### config.mk
export PLATFORM = sky130hd
export DESIGN_NAME = adi_irq_agg
export DESIGN_NICKNAME = d
export VERILOG_FILES = /design/src/hdl/adi_pkg.sv /design/src/hdl/adi_cond_latch.sv /design/src/hdl/adi_prio_enc.sv /design/src/hdl/adi_irq_agg.sv
export SDC_FILE = /design/constraint.sdc
export NUM_CORES = 1
export LEC_CHECK = 0
export BUFFER_PORTS_ARGS = -buffer_cell sky130_fd_sc_hd__buf_2
export CAP_MARGIN = 10
export CORE_MARGIN = 4
export CORE_UTILIZATION = 51
export CTS_CLUSTER_DIAMETER = 80
export DETAILED_ROUTE_END_ITERATION = 12
export PLACE_DENSITY = 0.75
export SLEW_MARGIN = 5
export SYNTH_ARGS = -nofsm -noshare
export SYNTH_HDL_FRONTEND = slang
export SYNTH_HIERARCHICAL = 1
export SYNTH_SLANG_ARGS = --single-unit
### constraint.sdc
create_clock -name CLK -period 1.4 [get_ports CLK]
set_input_delay 0.28 -clock CLK [delete_from_list [all_inputs] [get_ports CLK]]
set_output_delay 0.28 -clock CLK [all_outputs]
set_load 0.01 [all_outputs]
### src/hdl/adi_pkg.sv
/*
 * Shared constants of the analog-die interrupt aggregator: register
 * offsets, address windows, source bit positions and reset values.
 * Assumes a single system clock and an 8-bit register port on the
 * die-to-die link.
 */
package adi_pkg;

    // ========================================================
    // Widths
    localparam int ADI_NSRC = 14;
    localparam int ADI_AW = 16;
    localparam int ADI_DW = 8;
    localparam int ADI_VW = 5;

    // ========================================================
    // Address windows (upper byte of the global address)
    localparam logic [7:0] ADI_BASE_BLOCKING = 8'h0E;
    localparam logic [7:0] ADI_BASE_NONBLOCKING = 8'h0F;

    // ========================================================
    // Register offsets
    localparam logic [7:0] ADI_OFS_PEND_HI = 8'h08;
    localparam logic [7:0] ADI_OFS_PEND_LO = 8'h09;
    localparam logic [7:0] ADI_OFS_VECTOR = 8'h0A;
    localparam logic [7:0] ADI_OFS_RESERVED = 8'h0B;
    localparam logic [7:0] ADI_OFS_GATE_HI = 8'h0C;
    localparam logic [7:0] ADI_OFS_GATE_LO = 8'h0D;

    // ========================================================
    // Source bit positions; vector code is position plus one
    localparam int ADI_SRC_SUPPLY_LOW = 0;
    localparam int ADI_SRC_OVERHEAT = 1;
    localparam int ADI_SRC_LIN_FAULT = 2;
    localparam int ADI_SRC_TIMER_CH0 = 3;
    localparam int ADI_SRC_TIMER_WRAP = 7;
    localparam int ADI_SRC_SERIAL_ERR = 8;
    localparam int ADI_SRC_SERIAL_TX = 9;
    localparam int ADI_SRC_SERIAL_RX = 10;
    localparam int ADI_SRC_MEASURE = 11;
    localparam int ADI_SRC_LIFETIME = 12;
    localparam int ADI_SRC_CAL = 13;
    localparam int ADI_LO_BITS = 6;

    // ========================================================
    // Reset values
    localparam logic [7:0] ADI_GATE_HI_RST = 8'h00;
    localparam logic [5:0] ADI_GATE_LO_RST = 6'h00;
    localparam logic [7:0] ADI_DATA_RST = 8'h00;
    localparam logic [4:0] ADI_VECT_NONE = 5'h00;

endpackage

### src/hdl/adi_cond_latch.sv
/*
 * Pending latch for a condition-type source (supply low, overheat,
 * LIN fault). Sets on the rising edge of the live condition, clears on
 * an acknowledge only once the condition is gone.
 * Assumes cond is already synchronised and ack is a one-cycle pulse.
 */
`timescale 1ns/1ps
`default_nettype none

module adi_cond_latch (
    // Clock and reset
    input wire logic clk,
    input wire logic resetn,
    // Condition and control
    input wire logic cond,
    input wire logic arm,
    input wire logic force_set,
    input wire logic ack,
    // Result
    output logic pending
);
    logic cond_q;
    logic pend_q;
    logic pend_d;
    logic rise;

    // Only a fresh armed edge or force_set raises the source, so a lasting fault cannot re-fire
    assign rise = cond & ~cond_q & arm;
    // Set wins over a simultaneous acknowledge
    assign pend_d = rise | force_set | (pend_q & ~(ack & ~cond));
    assign pending = pend_q;

    always_ff @(posedge clk or negedge resetn) begin
        if (!resetn) begin
            cond_q <= 1'b0;
            pend_q <= 1'b0;
        end else begin
            cond_q <= cond;
            pend_q <= pend_d;
        end
    end

endmodule

`default_nettype wire

### src/hdl/adi_prio_enc.sv
/*
 * Fixed-priority encoder: lowest pending bit wins and is reported as
 * its position plus one; zero when nothing is pending. Registered.
 * Assumes pend is a vector of pending levels on the same clock.
 */
`timescale 1ns/1ps
`default_nettype none

module adi_prio_enc
    import adi_pkg::*;
#(
    parameter int N = ADI_NSRC
) (
    // Clock and reset
    input wire logic clk,
    input wire logic resetn,
    // Pending sources
    input wire logic [N-1:0] pend,
    // Highest-priority code
    output logic [ADI_VW-1:0] code
);
    logic [ADI_VW-1:0] code_d;
    logic [ADI_VW-1:0] code_q;

    always_comb begin
        code_d = ADI_VECT_NONE;
        for (int i = N - 1; i >= 0; i--) begin
            if (pend[i]) begin
                code_d = ADI_VW'(i + 1);
            end
        end
    end

    assign code = code_q;

    always_ff @(posedge clk or negedge resetn) begin
        if (!resetn) begin
            code_q <= ADI_VECT_NONE;
        end else begin
            code_q <= code_d;
        end
    end

endmodule

`default_nettype wire

### src/hdl/adi_irq_agg.sv
/*
 * Analog-die interrupt aggregator: mirrors fourteen sources, reports the
 * top pending source number, gates each source with a global mask and
 * drives the die interrupt line.
 * Assumes an 8-bit register port from the die-to-die link on CLK and
 * source blocks on CLK; analog conditions arrive asynchronously.
 */
//
// Contract
// - Every pending analog-die event is signalled on one die interrupt line.
// - Mirror registers are read-only, one bit per source, showing pending state.
// - Reading the mirror has no side effect, clears nothing.
// - Vector register returns the number of the highest-priority pending source.
// - Reading the vector clears nothing; it follows pending sources only.
// - Two global mask registers, one bit per source, gate the interrupt line.
// - Supply-low acknowledged by write-one; stays while condition; re-arms on recurrence.
// - Supply-low flag shows the live condition, independent of the mirror.
// - With cranking mode on, supply-low alarm off; threshold enables precise detector.
// - Wake-up from cranking mode sets the supply-low indication.
// - Overheat acknowledged by write-one; live flag; re-arms only after recurrence.
// - LIN fault acknowledged by reading the LIN status register.
// - LIN fault stays while it persists; new interrupt needs cease and recur.
// - Measurement interrupt raised when voltage-done or current-done is set.
// - Lifetime interrupt raised on counter overflow with its enable set.
// - Calibration interrupt raised while a re-calibration request is present.
// - Registers reachable at offsets from base 0x0E00 and from 0x0F00.
// - Fourteen sources handled: supply, heat, LIN, timers, serial, measure, lifetime, calibration.
// - Vector reads zero when nothing is pending.
// - Fixed priority: supply-low code 0x01 highest, lower codes win.
`timescale 1ns/1ps
`default_nettype none

module adi_irq_agg (
    // Clock and reset
    input wire logic CLK,
    input wire logic RESETN,
    // Register port from the die-to-die link
    input wire logic [adi_pkg::ADI_AW-1:0] ADDR,
    input wire logic RD_EN,
    input wire logic WR_EN,
    input wire logic [adi_pkg::ADI_DW-1:0] WR_DATA,
    output logic [adi_pkg::ADI_DW-1:0] RD_DATA,
    output logic RD_ACK,
    // Analog conditions, asynchronous
    input wire logic SUPPLY_LOW_COND,
    input wire logic OVERHEAT_COND,
    input wire logic LIN_FAULT_COND,
    // Acknowledge pulses from the power and LIN blocks
    input wire logic SUPPLY_LOW_FLAG_W1,
    input wire logic OVERHEAT_FLAG_W1,
    input wire logic LIN_STATUS_READ,
    // Cranking mode control
    input wire logic CRANK_EN,
    input wire logic LOW_POWER_MODE,
    input wire logic CRANK_WAKE,
    // Level requests from synchronous source blocks
    input wire logic [3:0] TIMER_CHAN_IRQ,
    input wire logic TIMER_WRAP_IRQ,
    input wire logic SERIAL_ERR_IRQ,
    input wire logic SERIAL_TX_IRQ,
    input wire logic SERIAL_RX_IRQ,
    input wire logic VOLTAGE_DONE_BIT,
    input wire logic CURRENT_DONE_BIT,
    input wire logic LIFETIME_OVERFLOW,
    input wire logic LIFETIME_IRQ_EN,
    input wire logic RECAL_REQUEST,
    // Outputs
    output logic DIE_IRQ_LINE,
    output logic SUPPLY_LOW_FLAG,
    output logic OVERHEAT_FLAG,
    output logic HP_LOW_VOLT_EN
);
    import adi_pkg::*;

    // ========================================================
    // Input synchronisers
    logic [2:0] meta_q;
    logic [2:0] sync_q;
    logic sup_live;
    logic hot_live;
    logic lin_live;

    always_ff @(posedge CLK or negedge RESETN) begin
        if (!RESETN) begin
            meta_q <= 3'b000;
            sync_q <= 3'b000;
        end else begin
            meta_q <= {LIN_FAULT_COND, OVERHEAT_COND, SUPPLY_LOW_COND};
            sync_q <= meta_q;
        end
    end

    assign sup_live = sync_q[0];
    assign hot_live = sync_q[1];
    assign lin_live = sync_q[2];

    // ========================================================
    // Condition-type sources
    logic sup_pend;
    logic hot_pend;
    logic lin_pend;
    logic sup_arm;

    // Cranking mode silences the supply-low alarm
    assign sup_arm = ~CRANK_EN;

    adi_cond_latch u_supply (
        .clk(CLK),
        .resetn(RESETN),
        .cond(sup_live),
        .arm(sup_arm),
        .force_set(CRANK_WAKE),
        .ack(SUPPLY_LOW_FLAG_W1),
        .pending(sup_pend)
    );

    adi_cond_latch u_overheat (
        .clk(CLK),
        .resetn(RESETN),
        .cond(hot_live),
        .arm(1'b1),
        .force_set(1'b0),
        .ack(OVERHEAT_FLAG_W1),
        .pending(hot_pend)
    );

    adi_cond_latch u_lin (
        .clk(CLK),
        .resetn(RESETN),
        .cond(lin_live),
        .arm(1'b1),
        .force_set(1'b0),
        .ack(LIN_STATUS_READ),
        .pending(lin_pend)
    );

    // ========================================================
    // Pending vector, bit position plus one is the vector code
    logic [ADI_NSRC-1:0] pend;
    logic measure_pend;
    logic lifetime_pend;

    assign measure_pend = VOLTAGE_DONE_BIT | CURRENT_DONE_BIT;
    assign lifetime_pend = LIFETIME_OVERFLOW & LIFETIME_IRQ_EN;

    always_comb begin
        pend = '0;
        pend[ADI_SRC_SUPPLY_LOW] = sup_pend;
        pend[ADI_SRC_OVERHEAT] = hot_pend;
        pend[ADI_SRC_LIN_FAULT] = lin_pend;
        pend[ADI_SRC_TIMER_CH0 +: 4] = TIMER_CHAN_IRQ;
        pend[ADI_SRC_TIMER_WRAP] = TIMER_WRAP_IRQ;
        pend[ADI_SRC_SERIAL_ERR] = SERIAL_ERR_IRQ;
        pend[ADI_SRC_SERIAL_TX] = SERIAL_TX_IRQ;
        pend[ADI_SRC_SERIAL_RX] = SERIAL_RX_IRQ;
        pend[ADI_SRC_MEASURE] = measure_pend;
        pend[ADI_SRC_LIFETIME] = lifetime_pend;
        pend[ADI_SRC_CAL] = RECAL_REQUEST;
    end

    // ========================================================
    // Priority number
    logic [ADI_VW-1:0] top_code;

    // Registered, so the vector lags the sources by one cycle
    adi_prio_enc #(
        .N(ADI_NSRC)
    ) u_prio (
        .clk(CLK),
        .resetn(RESETN),
        .pend(pend),
        .code(top_code)
    );

    // ========================================================
    // Register decode
    logic [7:0] ofs;
    logic win_hit;
    logic sel_hi;
    logic sel_lo;
    logic sel_vec;
    logic sel_rsv;
    logic sel_ghi;
    logic sel_glo;
    logic known;

    assign ofs = ADDR[7:0];
    assign win_hit = (ADDR[15:8] == ADI_BASE_BLOCKING)
                   | (ADDR[15:8] == ADI_BASE_NONBLOCKING);
    assign sel_hi = win_hit & (ofs == ADI_OFS_PEND_HI);
    assign sel_lo = win_hit & (ofs == ADI_OFS_PEND_LO);
    assign sel_vec = win_hit & (ofs == ADI_OFS_VECTOR);
    assign sel_rsv = win_hit & (ofs == ADI_OFS_RESERVED);
    assign sel_ghi = win_hit & (ofs == ADI_OFS_GATE_HI);
    assign sel_glo = win_hit & (ofs == ADI_OFS_GATE_LO);
    assign known = sel_hi | sel_lo | sel_vec | sel_rsv | sel_ghi | sel_glo;

    // ========================================================
    // Global gate registers
    logic [7:0] gate_hi_q;
    logic [7:0] gate_hi_d;
    logic [5:0] gate_lo_q;
    logic [5:0] gate_lo_d;

    assign gate_hi_d = (WR_EN & sel_ghi) ? WR_DATA : gate_hi_q;
    assign gate_lo_d = (WR_EN & sel_glo) ? WR_DATA[ADI_LO_BITS-1:0] : gate_lo_q;

    always_ff @(posedge CLK or negedge RESETN) begin
        if (!RESETN) begin
            gate_hi_q <= ADI_GATE_HI_RST;
            gate_lo_q <= ADI_GATE_LO_RST;
        end else begin
            gate_hi_q <= gate_hi_d;
            gate_lo_q <= gate_lo_d;
        end
    end

    // ========================================================
    // Read path; reads have no side effect on any source
    logic [7:0] rd_mux;
    logic [7:0] rd_data_d;
    logic rd_ack_d;
    logic [7:0] rd_data_q;
    logic rd_ack_q;

    always_comb begin
        rd_mux = ADI_DATA_RST;
        if (sel_hi) begin
            rd_mux = pend[7:0];
        end else if (sel_lo) begin
            rd_mux = {2'b00, pend[ADI_NSRC-1:8]};
        end else if (sel_vec) begin
            rd_mux = {3'b000, top_code};
        end else if (sel_ghi) begin
            rd_mux = gate_hi_q;
        end else if (sel_glo) begin
            rd_mux = {2'b00, gate_lo_q};
        end
    end

    assign rd_data_d = RD_EN ? rd_mux : rd_data_q;
    assign rd_ack_d = (RD_EN | WR_EN) & known;

    always_ff @(posedge CLK or negedge RESETN) begin
        if (!RESETN) begin
            rd_data_q <= ADI_DATA_RST;
            rd_ack_q <= 1'b0;
        end else begin
            rd_data_q <= rd_data_d;
            rd_ack_q <= rd_ack_d;
        end
    end

    assign RD_DATA = rd_data_q;
    assign RD_ACK = rd_ack_q;

    // ========================================================
    // Interrupt line and live flags
    logic irq_d;
    logic irq_q;
    logic [2:0] flags_q;

    assign irq_d = |(pend & {gate_lo_q, gate_hi_q});

    always_ff @(posedge CLK or negedge RESETN) begin
        if (!RESETN) begin
            irq_q <= 1'b0;
            flags_q <= 3'b000;
        end else begin
            irq_q <= irq_d;
            // Supply-low and overheat flags follow the live condition, not the latched source
            flags_q <= {CRANK_EN & LOW_POWER_MODE, hot_live, sup_live};
        end
    end

    assign DIE_IRQ_LINE = irq_q;
    assign SUPPLY_LOW_FLAG = flags_q[0];
    assign OVERHEAT_FLAG = flags_q[1];
    assign HP_LOW_VOLT_EN = flags_q[2];

endmodule

`default_nettype wire

**After elaboration in Yosys (flattened, before gate mapping)**

Index checks and enable logic that the tools add are counted.

- Bits in registers: 44
- Bits of input ports: 50
- Output and inout port bits: 13

- Equal/unequal tests: 8
- Muxes and demuxes: 19
- Bitwise gates (word level): 44
- Reduce and logical (&&, ||, !) cells: 1

Operator list:

| operator | number |
|---|---|
| $mux W5 | 13 |
| $eq A8 B4 Y1 const B | 8 |
| $mux W8 | 4 |
| $and A1 B1 Y1 | 21 |
| $and A14 B14 Y14 | 1 |
| $reduce_or A14 Y1 | 1 |
| $or A1 B1 Y1 | 12 |
| $not A1 Y1 | 10 |
| $mux W6 | 1 |
| $mux W4 | 1 |

**Longest topological paths before layout**

- Depth in word-level cells: 14
- Mapped depth: 6
- Mapped depth without buffers: 6

**By module**

The synthesis kept the hierarchy.

Modules (own cells, without submodules):

| module | times used | cells an instance | area an instance (um^2) |
|---|---|---|---|
| adi_irq_agg | 1 | 138 | 1609.0 |
| adi_cond_latch | 3 | 7 | 90.1 |
| adi_prio_enc | 1 | 31 | 257.7 |

**Least setup slack after synthesis**

Ideal clock, no wire load.

- Path kind: input to register
- From: input ADDR[5] (netlist name)
- To: register gate_lo_q[0]
- Library setup time: 0.125 ns
- Arrival: 1.400 ns
- Data required time: 1.275 ns
- Setup slack: -0.125 ns
- Stages on the path: 4
- Cells stage by stage: nor3_1 -> nand3_2 -> nor3_4 -> mux2_2

- Word-level cells in the longest chain between the ends: 3

Ends and longest elaborated chain:

| item | RTL line | RTL |
|---|---|---|
| start, declared | adi_irq_agg.sv:38 | `input wire logic [adi_pkg::ADI_AW-1:0] ADDR,` |
| $eq A8 B4 Y1 | adi_irq_agg.sv:195 | `assign sel_glo = win_hit & (ofs == ADI_OFS_GATE_LO);` |
| $and A1 B1 Y1 | adi_irq_agg.sv:195 |  |
| $and A1 B1 Y1 | adi_irq_agg.sv:206 | `assign gate_lo_d = (WR_EN & sel_glo) ? WR_DATA[ADI_LO_BITS-1:0] : gate_lo_q;` |
| end signal, assigned | adi_irq_agg.sv:214 | `gate_lo_q <= gate_lo_d;` |
| end, declared | adi_irq_agg.sv:202 | `logic [5:0] gate_lo_q;` |

Every way passes these cells.
A chain may end at the register's enable or synchronous reset.

**Final worst setup path**

- From: input ADDR[15] (netlist name)
- To: register gate_hi_q[1]

- Word-level cells in the longest chain between the ends: 4
- Elaborated cells on any way between the ends: 5
- Classes of those cells: 2 x eq/ne; 3 x bitwise

Ends and longest elaborated chain:

| item | RTL line | RTL |
|---|---|---|
| $eq A8 B4 Y1 (on tied branches) | adi_irq_agg.sv:188, adi_irq_agg.sv:189 |  |
| $or A1 B1 Y1 (*) | adi_irq_agg.sv:189 | `\| (ADDR[15:8] == ADI_BASE_NONBLOCKING);` |
| $and A1 B1 Y1 (*) | adi_irq_agg.sv:194 | `assign sel_ghi = win_hit & (ofs == ADI_OFS_GATE_HI);` |
| $and A1 B1 Y1 (*) | adi_irq_agg.sv:205 | `assign gate_hi_d = (WR_EN & sel_ghi) ? WR_DATA : gate_hi_q;` |
| end signal, assigned | adi_irq_agg.sv:213 | `gate_hi_q <= gate_hi_d;` |
| end, declared | adi_irq_agg.sv:200 | `logic [7:0] gate_hi_q;` |

Mark *: on every way between the ends. The rest lies on a longest branch, timed or not.

==> flow_summary_export.csv <==
group,metric,value,unit
die,die_height,72.7,um
die,die_width,72.7,um
synthesis,yosysWarnings,6,
run,maxCapViolations,0,
final_layout,fin_nets,331,
grt,globalRouteMet3Util,5.92,%
grt,use_met1,25.8,%
outcome,status,"finished clean",
timing,rsz0062_at_grt,"true",
final_layout,multiInputGateArea,1060,um^2
grt,overflow,0,
final_layout,seqCellArea,1080,um^2
timing,setup_violations,0,
grt,gr-usage-met2,37.3,%
grt,grt_pass1_wl,8.56,mm
synthesis,synthFlopType,"dfrtp_1",
route,via_per_inst,5.46,
cts,cts_sinks,43,
die,die_area,5290,um^2
hold_path,hold_path.class,"input port to flop",
cts,cts_tree,"yes",
synthesis,synth_edf_count,0,
final_layout,layout_commonest_cell,"buf_2",
die,num_rows,23,
power,p_leak,1.44,nW
synthesis,synth_cell_types,44,
timing,finalCriticalPeriod,1.37,ns
placed_design,gp_congestion,0.917,
timing,fmax,732,MHz
timing,period_share,97.6,%
timing,finClkSkew,0.00711,ns
setup_path,path_class,"input port to flop",
route,num_vias,1813,
power,ir_drop,658,uV
timing,hold_ws,0.0828,ns
power,power_density,917,nW/um^2
synthesis,syn_inst,190,
setup_path,path_cells,"buf_6 -> nor4_4 -> nand4_1 -> nor2_4 -> buf_12 -> mux2_4",
setup_path,cp_max_fo,8,
grt,antenna_found_initial,0,
die,initial_core_util,53.0,%
synthesis,ys_seq_area_share,50.4,%
setup_path,setup.worst_path.end_class,"flop",
timing,finalSetupTns,0,ns
placed_design,io_buffer_count,61,
route,wirelength,5.29,mm
route,routedWlPerCell,15.9,um
route,drt-initial-drc-count,104,
setup_path,worstPathRequired,1.59,ns
final_layout,nFillCells,310,
cts,cts_made_buffers,5,
synthesis,synth_top_area_share,50.4,%
final_layout,syn_to_final_growth,35.4,%
cts,clkTransAtPathRegs,0.08,ns
route,first_pass_iters,4,
route,antenna_left,0,
final_layout,layout-drive-gt1-share,43.3,%
setup_path,critPathLaunchType,"input port",
synthesis,mappedNetlistArea,2140,um^2
placed_design,dp.cells,322,
cts,htree_levels,2,
setup_path,critPathArrivalTime,1.55,ns
synthesis,yosysTopAreaCell,"dfrtp_1",
final_layout,mostFrequentLayoutCells,"buf_2, dfrtp_1, buf_4",
grt,busiest_layer,"met2",
cts,clk_latency,0.30,ns
grt,grt_usage,21.5,%
timing,hold_viol,0,
setup_path,reg2reg_slack,0.14,ns
die,io_pins,63,
grt,grt_max_degree,44,
synthesis,synth-seq-cells,43,
grt,grt_pass1_vias,1818,
synthesis,synth_area_leaders,"dfrtp_1, mux2_2, nor2_1",
synthesis,syn_area_per_cell,11.2,um^2
final_layout,fin_cells,332,
final_layout,antenna_cells,0,
cts,root_buffer,"clkbuf_8",
setup_path,cp_slowest_cell,"nor4_4",
cts,clock_path_buffers,2,
power,finalPower,2.65,mW
final_layout,postLayoutCoreUtil,71.8,%
setup_path,cpPeakStageDelay,0.34,ns
synthesis,synthArstFlopShare,100,%
placed_design,dp_hpwl,4.06,mm
route,drc_errors,0,
timing,drv_slew,0,
die,core-area,4030,um^2
[power breakdown]
part | switching (mW) | internal, mW | leakage, nW
registers | 0.0307 | 1.28 | 0.552
logic | 0.170 | 0.165 | 0.823
clock network | 0.429 | 0.577 | 0.0612
total | 0.630 | 2.02 | 1.44
[through the flow]
stage               instance area, um^2  setup WS, ns
detailed placement                 2700        -0.368
CTS                                2870      -0.00606
global placement                   2700        -0.309
global route                       2890       -0.0317
floorplan                          2160       -0.0796
finish                             2890        0.0340
[per-layer routing]
| layer | vias to the layer above | routed length (um) |
|---|---|---|
| met5 | - | 0 |
| met3 | 10 | 417 |
| met2 | 68 | 2650 |
| li1 | 874 | - |
| met1 | 861 | 2140 |
| met4 | 0 | 87 |
[path summary, 6_finish.rpt]
path / end / from / cells past startpoint
setup / recovery: gate_hi_q[1]$_DFFE_PN0P_ / ADDR[15] / 6
hold / removal: meta_q[2]$_DFF_PN0_ / LIN_FAULT_COND / 1
setup reg to reg: DIE_IRQ_LINE$_DFF_PN0_ / gate_hi_q[5]$_DFFE_PN0P_ / 4
hold reg to reg: sync_q[2]$_DFF_PN0_ / meta_q[2]$_DFF_PN0_ / 0
max in group asynchronous: u_overheat/pending$_DFF_PN0_ / RESETN / 3
min in group asynchronous: gate_hi_q[7]$_DFFE_PN0P_ / RESETN / 3
[state kept, by name (all words and copies together), names as in the netlist]
signal / count
flags_q: 3
u_overheat/pending: 1
u_prio/code: 4
u_supply/cond_q: 1
DIE_IRQ_LINE: 1
RD_ACK: 1
sync_q: 3
u_lin/pending: 1
u_overheat/cond_q: 1
u_supply/pending: 1
u_lin/cond_q: 1
RD_DATA: 8
gate_hi_q: 8
gate_lo_q: 6
meta_q: 3
[Yosys cell counts (2+ instances only)]
| library cell | n |
|---|---|
| inv_1 | 9 |
| nand2b_1 | 4 |
| nor2_1 | 16 |
| dfrtp_1 | 43 |
| nand4_1 | 3 |
| and4b_1 | 2 |
| o21ai_0 | 7 |
| mux2i_1 | 3 |
| a22o_1 | 2 |
| clkbuf_1 | 2 |
| or4_1 | 2 |
| mux2_2 | 15 |
| nor4bb_1 | 2 |
| o211ai_1 | 3 |
| conb_1 | 3 |
| buf_2 | 2 |
| or2_2 | 2 |
| o2bb2ai_1 | 3 |
| a32oi_1 | 4 |
| a22oi_1 | 5 |
| nor2b_1 | 2 |
| a21o_1 | 5 |
| a22oi_2 | 3 |
| nand3b_1 | 6 |
| o22a_1 | 4 |
| nand2b_4 | 3 |
| nand2_1 | 5 |
| nor3b_1 | 2 |
| a21oi_1 | 6 |
| nor3_1 | 8 |
[logic make-up (layout without fill, tap and decap cells)]
logic type,after synthesis,count (layout),share of synthesized area (%)
AND/OR/NAND/NOR,68,68,21.5
other,3,7,0.527
buffers and inverters,14,102,2.75
flip-flops,43,43,50.4
AO/OA/AOI/OAI,44,44,15.6
multiplexers,18,18,9.31
[worst max-delay path, delay by kind of cell]
family / cells / cell delay, ns
and+or+nand+nor: 3 / 0.74
buffers and inverters: 2 / 0.24
muxes: 1 / 0.30
[cell type report]
| class | count | area share (%) |
|---|---|---|
| timing repair buffer | 85 | 18.6 |
| clock buffer | 6 | 2.85 |
| multi-input combinational | 137 | 36.8 |
| inverter | 9 | 1.17 |
| clock inverter | 2 | 1.21 |
| tap | 50 | 2.16 |
| sequential | 43 | 37.2 |
[repair_timing]
action	in CTS	in global routing
pin swaps	3	3
resized for setup	6	5
buffers inserted	1	0
hold buffers	1	0
endpoints found under the setup margin	8	10
hold endpoints to repair	43	0
(Power assumes the default switching activity.)
